==> src/logic/usi_defs.svh <==
/*
 * Register offsets, field positions and reset values of the serial port
 * shortcut and interrupt-enable slice.
 * Assumes a 32-bit plain register port with byte addresses.
 */
`ifndef USI_DEFS_SVH
`define USI_DEFS_SVH

`define USI_ADDR_W          12
`define USI_OFF_SHORTCUT    12'h200
`define USI_OFF_ENABLE      12'h300
`define USI_OFF_STATUS      12'h310
`define USI_SHORTCUT_RESET  32'h0000_0000
`define USI_ENABLE_RESET    32'h0000_0000
`define USI_STATUS_RESET    32'h0000_0000
`define USI_SC_RESTART_BIT  5
`define USI_SC_HALT_BIT     6
`define USI_SHORTCUT_MASK   32'h0000_0060
`define USI_EVENT_MASK      32'h005a_0397
`define USI_EV_CTS          0
`define USI_EV_CTS_OFF      1
`define USI_EV_RXRDY        2
`define USI_EV_RXEND        4
`define USI_EV_TXSENT       7
`define USI_EV_TXEND        8
`define USI_EV_ERROR        9
`define USI_EV_RX_TIMEOUT   17
`define USI_EV_RXSTART      19
`define USI_EV_TXSTART      20
`define USI_EV_TXSTOP       22

`endif

==> src/logic/usi_pkg.sv <==
/*
 * Types shared by the shortcut and interrupt-enable slice.
 * Assumes nothing beyond the constants header.
 */
`default_nettype none
package usi_pkg;
    typedef struct packed {
        logic [11:0] addr;
        logic [31:0] wdata;
        logic        wr;
        logic        rd;
    } usi_bus_req_t;

    typedef struct packed {
        logic start_rx;
        logic stop_rx;
    } usi_tasks_t;
endpackage
`default_nettype wire

==> src/logic/usi_regs.sv <==
/*
 * Shortcut register, interrupt enable register and sticky event status
 * of an asynchronous serial port, with one level interrupt output.
 * Assumes events arrive as one-cycle pulses from logic on REF_CLK and
 * that the register master obeys the plain strobe protocol.
 */
// Local design decision: the address-and-strobe port.
`include "usi_defs.svh"
`default_nettype none

module usi_regs (
    input  wire logic        REF_CLK,
    input  wire logic        RST,
    input  wire logic [11:0] ADDR,
    input  wire logic [31:0] WDATA,
    input  wire logic        WR,
    input  wire logic        RD,
    output logic      [31:0] RDATA,
    input  wire logic        EV_CTS,
    input  wire logic        EV_CLEAR_TO_SEND_DEASSERTED,
    input  wire logic        EV_RX_BYTE_READY,
    input  wire logic        EV_RX_BUFFER_END,
    input  wire logic        EV_TX_BYTE_SENT,
    input  wire logic        EV_TX_BUFFER_END,
    input  wire logic        EV_ERROR,
    input  wire logic        EV_RECEIVER_TIMEOUT,
    input  wire logic        EV_RECEIVER_STARTED,
    input  wire logic        EV_TRANSMITTER_STARTED,
    input  wire logic        EV_TRANSMITTER_STOPPED,
    output logic             RECEIVE_START_TASK,
    output logic             RECEIVE_STOP_TASK,
    output logic             IRQ
);

    usi_pkg::usi_bus_req_t bus;
    usi_pkg::usi_tasks_t   tasks_d;
    usi_pkg::usi_tasks_t   tasks_q;
    logic [31:0]           shortcut_q;
    logic [31:0]           shortcut_d;
    logic [31:0]           enable_q;
    logic [31:0]           enable_d;
    logic [31:0]           status_q;
    logic [31:0]           status_d;
    logic [31:0]           rdata_q;
    logic [31:0]           rdata_d;
    logic [31:0]           ev_vec;

    function automatic logic hit(input logic [11:0] a, input logic [11:0] off);
        hit = (a == off);
    endfunction

    assign bus = '{addr: ADDR, wdata: WDATA, wr: WR, rd: RD};

    // Gather event pulses into the enable layout
    always_comb
    begin
        ev_vec = 32'h0000_0000;
        ev_vec[`USI_EV_CTS]     = EV_CTS;
        ev_vec[`USI_EV_CTS_OFF] = EV_CLEAR_TO_SEND_DEASSERTED;
        ev_vec[`USI_EV_RXRDY]   = EV_RX_BYTE_READY;
        ev_vec[`USI_EV_RXEND]   = EV_RX_BUFFER_END;
        ev_vec[`USI_EV_TXSENT]  = EV_TX_BYTE_SENT;
        ev_vec[`USI_EV_TXEND]   = EV_TX_BUFFER_END;
        ev_vec[`USI_EV_ERROR]   = EV_ERROR;
        ev_vec[`USI_EV_RX_TIMEOUT] = EV_RECEIVER_TIMEOUT;
        ev_vec[`USI_EV_RXSTART] = EV_RECEIVER_STARTED;
        ev_vec[`USI_EV_TXSTART] = EV_TRANSMITTER_STARTED;
        ev_vec[`USI_EV_TXSTOP]  = EV_TRANSMITTER_STOPPED;
    end

    always_comb
    begin
        shortcut_d = shortcut_q;
        enable_d = enable_q;
        status_d = status_q;
        rdata_d  = 32'h0000_0000;
        if (bus.wr && hit(bus.addr, `USI_OFF_SHORTCUT))
        begin
            shortcut_d = bus.wdata & `USI_SHORTCUT_MASK;
        end
        if (bus.wr && hit(bus.addr, `USI_OFF_ENABLE))
        begin
            enable_d = bus.wdata & `USI_EVENT_MASK;
        end
        if (bus.wr && hit(bus.addr, `USI_OFF_STATUS))
        begin
            status_d = status_q & ~bus.wdata;
        end
        // Set after clear so an event in the clearing cycle is kept
        status_d = status_d | (ev_vec & `USI_EVENT_MASK);
        if (bus.rd)
        begin
            case (bus.addr)
                `USI_OFF_SHORTCUT: rdata_d = shortcut_q;
                `USI_OFF_ENABLE: rdata_d = enable_q;
                `USI_OFF_STATUS: rdata_d = status_q;
                default:         rdata_d = 32'h0000_0000;
            endcase
        end
    end

    // Shortcut tasks fire one cycle after the buffer-end pulse
    always_comb
    begin
        tasks_d.start_rx = EV_RX_BUFFER_END && shortcut_q[`USI_SC_RESTART_BIT];
        tasks_d.stop_rx  = EV_RX_BUFFER_END && shortcut_q[`USI_SC_HALT_BIT];
    end

    always_ff @(posedge REF_CLK or posedge RST)
    begin
        if (RST)
        begin
            shortcut_q <= `USI_SHORTCUT_RESET;
            enable_q <= `USI_ENABLE_RESET;
            status_q <= `USI_STATUS_RESET;
            rdata_q  <= 32'h0000_0000;
            tasks_q  <= '0;
        end
        else
        begin
            shortcut_q <= shortcut_d;
            enable_q <= enable_d;
            status_q <= status_d;
            rdata_q  <= rdata_d;
            tasks_q  <= tasks_d;
        end
    end

    assign RDATA              = rdata_q;
    assign RECEIVE_START_TASK = tasks_q.start_rx;
    assign RECEIVE_STOP_TASK  = tasks_q.stop_rx;
    // Each flag gated by its own enable bit
    assign IRQ = |(status_q & enable_q);

endmodule

`default_nettype wire

==> config.mk <==
export PLATFORM = sky130hd
export DESIGN_NAME = usi_regs
export DESIGN_NICKNAME = d
export VERILOG_FILES = /design/src/logic/usi_pkg.sv /design/src/logic/usi_regs.sv
export VERILOG_INCLUDE_DIRS = /design/src /design/src/logic
export SDC_FILE = /design/constraint.sdc
export NUM_CORES = 1
export LEC_CHECK = 0
export ABC_AREA = 1
export BUFFER_PORTS_ARGS = -buffer_cell sky130_fd_sc_hd__buf_2
export CAP_MARGIN = 10
export CORE_MARGIN = 2
export CORE_UTILIZATION = 45
export DETAILED_ROUTE_END_ITERATION = 12
export PLACE_DENSITY_LB_ADDON = 0.1
export SYNTH_ARGS = -nofsm -noshare
export SYNTH_HDL_FRONTEND = slang
export SYNTH_SLANG_ARGS = --single-unit
==> constraint.sdc <==
create_clock -name REF_CLK -period 2.8 [get_ports REF_CLK]
set_clock_uncertainty 0.1 [all_clocks]
set_input_delay 0.28 -clock REF_CLK [delete_from_list [all_inputs] [get_ports REF_CLK]]
set_output_delay 0.28 -clock REF_CLK [all_outputs]
set_load 0.02 [all_outputs]
==> impl_metrics.json, run 1 <==
{
  "min_period_ns": 1.83,
  "wl_per_cell_um": 12.7,
  "cts_root_buf": "clkbuf_8",
  "reg2reg_depth": 2,
  "grt_max_degree": 52,
  "cp_data_arrival_time_ns": 1.95,
  "n_antenna_cell": 0,
  "synth_area_per_cell_um2": 9.64,
  "worst_skew_pair.late_latency_ns": 0.34,
  "peakVddDrop_mv": 0.280,
  "ios": 94,
  "p_leak_nw": 2.26,
  "h-tree-depth": 3,
  "drive_gt1_share_pct": 30.3,
  "crit_start": "ADDR[4]",
  "cts_tree": "yes",
  "first_global_vias": 2356,
  "fin_util_pct": 58.3,
  "slowest_delay_ns": 0.48,
  "required_ns": 2.92,
  "tns_ns": 0,
  "routed_via_density": 4.72,
  "rows": 30,
  "core_mm2": 0.00676,
  "critPathKind": "in2reg",
  "gp_congestion": 0.774,
  "grt-ovfl-total": 0,
  "synth.distinct_cells": 20,
  "failed_checks": "hold timing",
  "crit_top_cell": "nor2_4",
  "synth_area_mm2": 0.00314,
  "combinationalPowerShare_pct": 4.7,
  "path_cells": "buf_2, inv_1, nor2_4, nand2_2, nor2_4, buf_4, a21oi_1",
  "grt_pass1_wl_mm": 10.9,
  "yosysSeqAreaShare_pct": 62.9,
  "setup_violations": 0,
  "cts_setup_buffers": 0,
  "drtPass1Iterations": 4,
  "r2r_slack_ns": 1.95,
  "netSwitchingPower_uw": 485,
  "port_buffers": 93,
  "r2r-start": "status_q[17]",
  "crit_family": "simple AND/OR/NAND/NOR gates",
  "synth_cells": 326,
  "wirelength_mm": 6.51,
  "p_clk_share_pct": 42.8,
  "ant_nets": 0,
  "rsz0062_at_grt": "no",
  "die_area_mm2": 0.00767,
  "clock_sinks": 79,
  "netSwitchingFraction_pct": 22.3,
  "grt_usage_pct": 18.4,
  "drt_iter0_drc": 127,
  "hold_slack_ns": -0.0278,
  "critPathCaptureType": "register",
  "mappedNetlistNets": 385,
  "numCtsBuffers": 9,
  "start_util_pct": 46.5,
  "status": "complete, but fails checks",
  "start_kind": "input port",
  "crit_buf_inv": 3,
  "route.detailed.drc": 0,
  "area_delta_synth_final_pct": 25.4,
  "crit_slowest_cell": "nor2_4",
  "relSlewSlack_pct": 43.4,
  "yosysWarnings": 0,
  "die_h_um": 87.6,
  "nets": 487,
  "path_max_fanout": 25,
  "cts_buffer_depth": 2,
  "die_x_um": 87.6,
  "seqPwrFrac_pct": 52.5,
  "fmax_ghz": 0.546,
  "path_clk_slew_ns": 0.09,
  "r2r-end": "RDATA[17]",
  "hold_class": "in2async",
  "finalCritPeriodShare_pct": 65.5,
  "hpwl_mm": 4.58,
  "synth_seq_cells": 79,
  "slew_viol_final": 0,
  "cap_violations": 0,
  "finalHoldViolCount": 49,
  "via_count": 2419,
  "antenna_found_initial": 0,
  "powerDensity_mw_per_mm2": 552,
  "tightestPinTransition_ns": 0.848,
  "power.internal_mw": 1.69
}
==> cell usage after synthesis <==
master,number,share of area [%]
buf_4,3,0.72
nand2_1,87,10
a21oi_2,10,2.8
inv_1,43,5.1
a221oi_1,1,0.28
nor2_1,29,3.5
clkbuf_1,2,0.24
a21oi_1,21,3.3
o21ai_0,3,0.48
a211oi_1,1,0.24
dfrtp_1,79,63
nor2_8,1,0.64
a21boi_0,2,0.48
buf_2,5,0.80
buf_6,2,0.72
nor2_4,2,0.72
nand2_2,3,0.60
nand3_4,1,0.56
nand4_1,14,2.8
nand3_1,17,2.7
==> per-stage QoR <==
step                      area, um^2  cells  hold WS (ns)  setup WS (ns)  total power [mW]
after floorplan                 3140    326         0.267          0.397              1.20
after CTS                       3940    513      0.000254          0.957              2.20
after global placement          3660    491         0.359          0.672              1.26
after detailed placement        3660    491         0.358          0.599              1.26
after global routing            3940    513      0.000555          0.785              2.25
final                           3940    513       -0.0278          0.967              2.17
==> power groups by stage <==
stage	combinational [mW]	clock, mW	sequential, mW
final	0.102	0.930	1.14
after global routing	0.117	0.994	1.14
after CTS	0.105	0.957	1.14
after detailed placement	0.0982	0	1.17
after global placement	0.0976	0	1.17
after floorplan	0.0389	0	1.17
==> cells in the final DEF (no fill, tap or decap) <==
| cell | n |
|---|---|
| dfrtp_1 | 79 |
| a21oi_1 | 21 |
| a221oi_1 | 1 |
| dlygate4sd3_1 | 6 |
| inv_6 | 1 |
| a211oi_1 | 1 |
| nor2_8 | 1 |
| a21oi_2 | 10 |
| nand4_1 | 14 |
| clkbuf_8 | 9 |
| inv_1 | 42 |
| clkinv_2 | 3 |
| buf_4 | 4 |
| clkinv_4 | 2 |
| o21ai_0 | 3 |
| nor2_1 | 29 |
| nand3_4 | 1 |
| nand3_1 | 17 |
| buf_2 | 93 |
| nand2_2 | 3 |
| bufinv_16 | 2 |
| a21boi_0 | 2 |
| nand2_1 | 87 |
| nor2_4 | 2 |
==> flip-flops by register name (all words and copies together), names as in the netlist <==
register,flops
enable_q,11
shortcut_q,2
RDATA,32
status_q,32
RECEIVE_STOP_TASK,1
RECEIVE_START_TASK,1
==> how the worst max path moves through the flow <==
stage | depth (start not counted) | end | slack, ns
floorplan | 1 | RDATA[0] | 0.40
global placement | 7 | status_q[14] | 0.67
detailed placement | 7 | status_q[13] | 0.60
CTS | 7 | status_q[13] | 0.96
global route | 7 | status_q[11] | 0.79
finish | 7 | status_q[13] | 0.97
==> cell families after synthesis <==
kind of cell | Yosys count | synth area share [%]
buffers and inverters | 55 | 7.61
AOI/OAI and AO/OA | 38 | 7.61
and+or+nand+nor | 154 | 21.9
DFF | 79 | 62.9
==> what timing repair did <==
item                      4_1_cts  5_1_grt
hold endpoints to repair        6        0
resized for setup               0        0
hold buffers                    6        0
==> layer usage <==
layer	track usage, %	part of all wire [%]	vias up
li1	-	-	1227
met1	23.2	44	1109
met2	31.5	49	74
met3	3.86	6.0	9
met4	6.29	1.3	0
met5	0	0	-
==> cell type report <==
class	count	area (um^2)
clock buffers	9	124
clock inverters	7	96.3
fillers	635	2820
flip-flops and latches	79	1980
inverters	43	163
repair buffers	103	556
well taps	80	100
multi-input cells	192	926
Power figures use the tool's default switching activity.
==> run 2, diff against run 1 <==
- clock period: 2.8 -> 1.7 ns (I/O delays scaled with it)
==> run 2 against run 1 <==
Register-to-register slack worse by 1.7 ns. The run now ends clean. Global-route usage increased by 2.7 points. Clock power up 82%. Critical path type is now reg2out. Setup slack lost 0.91 ns. Die area is the same. Largest cell class unchanged. Hold slack improved by 0.074 ns. Sequential share of layout area shrank 7.7 points. Clock-buffer cell count increased by 1. Cell count rose by 13%. Critical path depth down 2.
==> impl_metrics.json, run 2 (same netlist as run 1, synthesis figures left out) <==
{
  "netSwitchingPower_uw": 823,
  "peakVddDrop_mv": 0.469,
  "power.internal_mw": 3.01,
  "crit_family": "flip-flops",
  "gp_congestion": 0.753,
  "path_max_fanout": 3,
  "finalCritPeriodShare_pct": 96.7,
  "grt_max_degree": 80,
  "wirelength_mm": 7.60,
  "worst_skew_pair.late_latency_ns": 0.36,
  "numCtsBuffers": 9,
  "area_delta_synth_final_pct": 48.0,
  "die_area_mm2": 0.00767,
  "ios": 94,
  "ant_nets": 0,
  "n_antenna_cell": 0,
  "finalHoldViolCount": 0,
  "cts_root_buf": "clkbuf_8",
  "crit_buf_inv": 1,
  "required_ns": 1.43,
  "slew_viol_final": 0,
  "crit_slowest_cell": "dfrtp_1",
  "wl_per_cell_um": 13.1,
  "nets": 552,
  "min_period_ns": 1.64,
  "clock_sinks": 79,
  "grt_pass1_wl_mm": 12.2,
  "hold_class": "in2reg",
  "relSlewSlack_pct": 73.3,
  "antenna_found_initial": 0,
  "seqPwrFrac_pct": 49.2,
  "core_mm2": 0.00676,
  "die_h_um": 87.6,
  "grt_usage_pct": 21.1,
  "cts_buffer_depth": 2,
  "fin_util_pct": 68.8,
  "path_clk_slew_ns": 0.08,
  "die_x_um": 87.6,
  "critPathCaptureType": "output pin",
  "powerDensity_mw_per_mm2": 823,
  "port_buffers": 93,
  "drt_iter0_drc": 95,
  "rows": 30,
  "p_leak_nw": 2.55,
  "first_global_vias": 2687,
  "cts_tree": "yes",
  "p_clk_share_pct": 44.2,
  "combinationalPowerShare_pct": 6.7,
  "rsz0062_at_grt": "yes",
  "path_cells": "nand2_1, nand3_2, a221oi_2, nand2_1, buf_6",
  "layout_common_cells": "92 x buf_2, 85 x nand2_1, 79 x dfrtp_1, 53 x dlygate4sd3_1, 42 x inv_1",
  "drive_gt1_share_pct": 31.1,
  "status": "completed",
  "setup_violations": 0,
  "fmax_ghz": 0.608,
  "tns_ns": 0,
  "hpwl_mm": 4.77,
  "netSwitchingFraction_pct": 21.5,
  "grt-ovfl-total": 0,
  "cp_data_arrival_time_ns": 1.37,
  "tightestPinTransition_ns": 0.400,
  "start_kind": "register",
  "h-tree-depth": 3,
  "start_util_pct": 46.5,
  "critPathKind": "reg2out",
  "route.detailed.drc": 0,
  "final_common_cell": "buf_2",
  "slowest_delay_ns": 0.41,
  "crit_top_cell": "nand2_1",
  "routed_via_density": 4.69,
  "cap_violations": 0,
  "via_count": 2709,
  "drtPass1Iterations": 4
}
## run 2: cell count changes in the layout (fill, tap and decap cells not counted), moves of 2 or more
cell and delta:
buf_12 +2, buf_4 +15, clkinv_2 -3, dlygate4sd3_1 +47, nand2_1 -2, nand2_2 +2, nor2_1 -3, nor2_2 +2
## run 2: area by class of cell
| cell class | instances | area (um^2) |
|---|---|---|
| fillers | 570 | 2110 |
| flip-flops and latches | 79 | 1980 |
| repair buffers | 168 | 1210 |
| multi-input cells | 192 | 955 |
| inverters | 43 | 165 |
| clock buffers | 10 | 128 |
| clock inverters | 6 | 116 |
| well taps | 80 | 100 |
## run 2: path summary, 6_finish.rpt
kind | startpoint | endpoint | slack, ns | cells after the start
setup / recovery | status_q[20] | IRQ | 0.06 | 5
hold / removal | RD | RDATA[22] | 0.05 | 3
setup reg to reg | status_q[20] | status_q[20] | 0.29 | 4
hold reg to reg | status_q[11] | RDATA[11] | 0.38 | 2
max in group asynchronous | RST | enable_q[7] | 0.81 | 4
min in group asynchronous | RST | status_q[10] | 0.37 | 4
## run 2: power by group through the flow
stage	clock, mW	sequential (mW)	combinational [mW]
after floorplan	0	1.92	0.0646
after global placement	0	1.92	0.171
after detailed placement	0	1.92	0.171
after CTS	1.73	1.88	0.250
after global routing	1.80	1.88	0.284
final	1.69	1.88	0.255
## run 2: worst reg2reg max path: cells and delay by family (launching register included)
family,cells,cell delay [ns]
buf+inv,2,0.68
flops,1,0.41
simple gates,2,0.11
## run 2: what timing repair did
| action | in CTS | in global routing |
|---|---|---|
| buffers inserted | 2 | 7 |
| setup endpoints to repair | 1 | 10 |
| endpoints found under the hold margin | 126 | 0 |
| gates cloned | 0 | 1 |
| pin swaps | 0 | 8 |
| gates resized for setup | 1 | 9 |
| hold buffers | 53 | 0 |
## run 2: layer usage
metal	up-vias	wire length (um)	track usage (%)	part of all wire [%]
li1	1354	-	-	-
met1	1266	3240	24.2	43
met2	81	3890	37.4	51
met3	8	406	6.69	5.3
met4	0	72	6.99	0.95
met5	-	0	0	0
## run 2: stage by stage
step / setup WS, ns / hold WS, ns / area, um^2 / cells / power, mW
2_1_floorplan: 0.458 / 0.157 / 3150 / 326 / 1.98
6_report: 0.0563 / 0.0461 / 4650 / 578 / 3.83
5_1_grt: -0.0402 / 0.0643 / 4650 / 578 / 3.97
3_5_place_dp: 0.192 / 0.222 / 3750 / 499 / 2.09
4_1_cts: 0.00838 / 0.0361 / 4540 / 570 / 3.86
3_3_place_gp: 0.258 / 0.218 / 3750 / 499 / 2.09
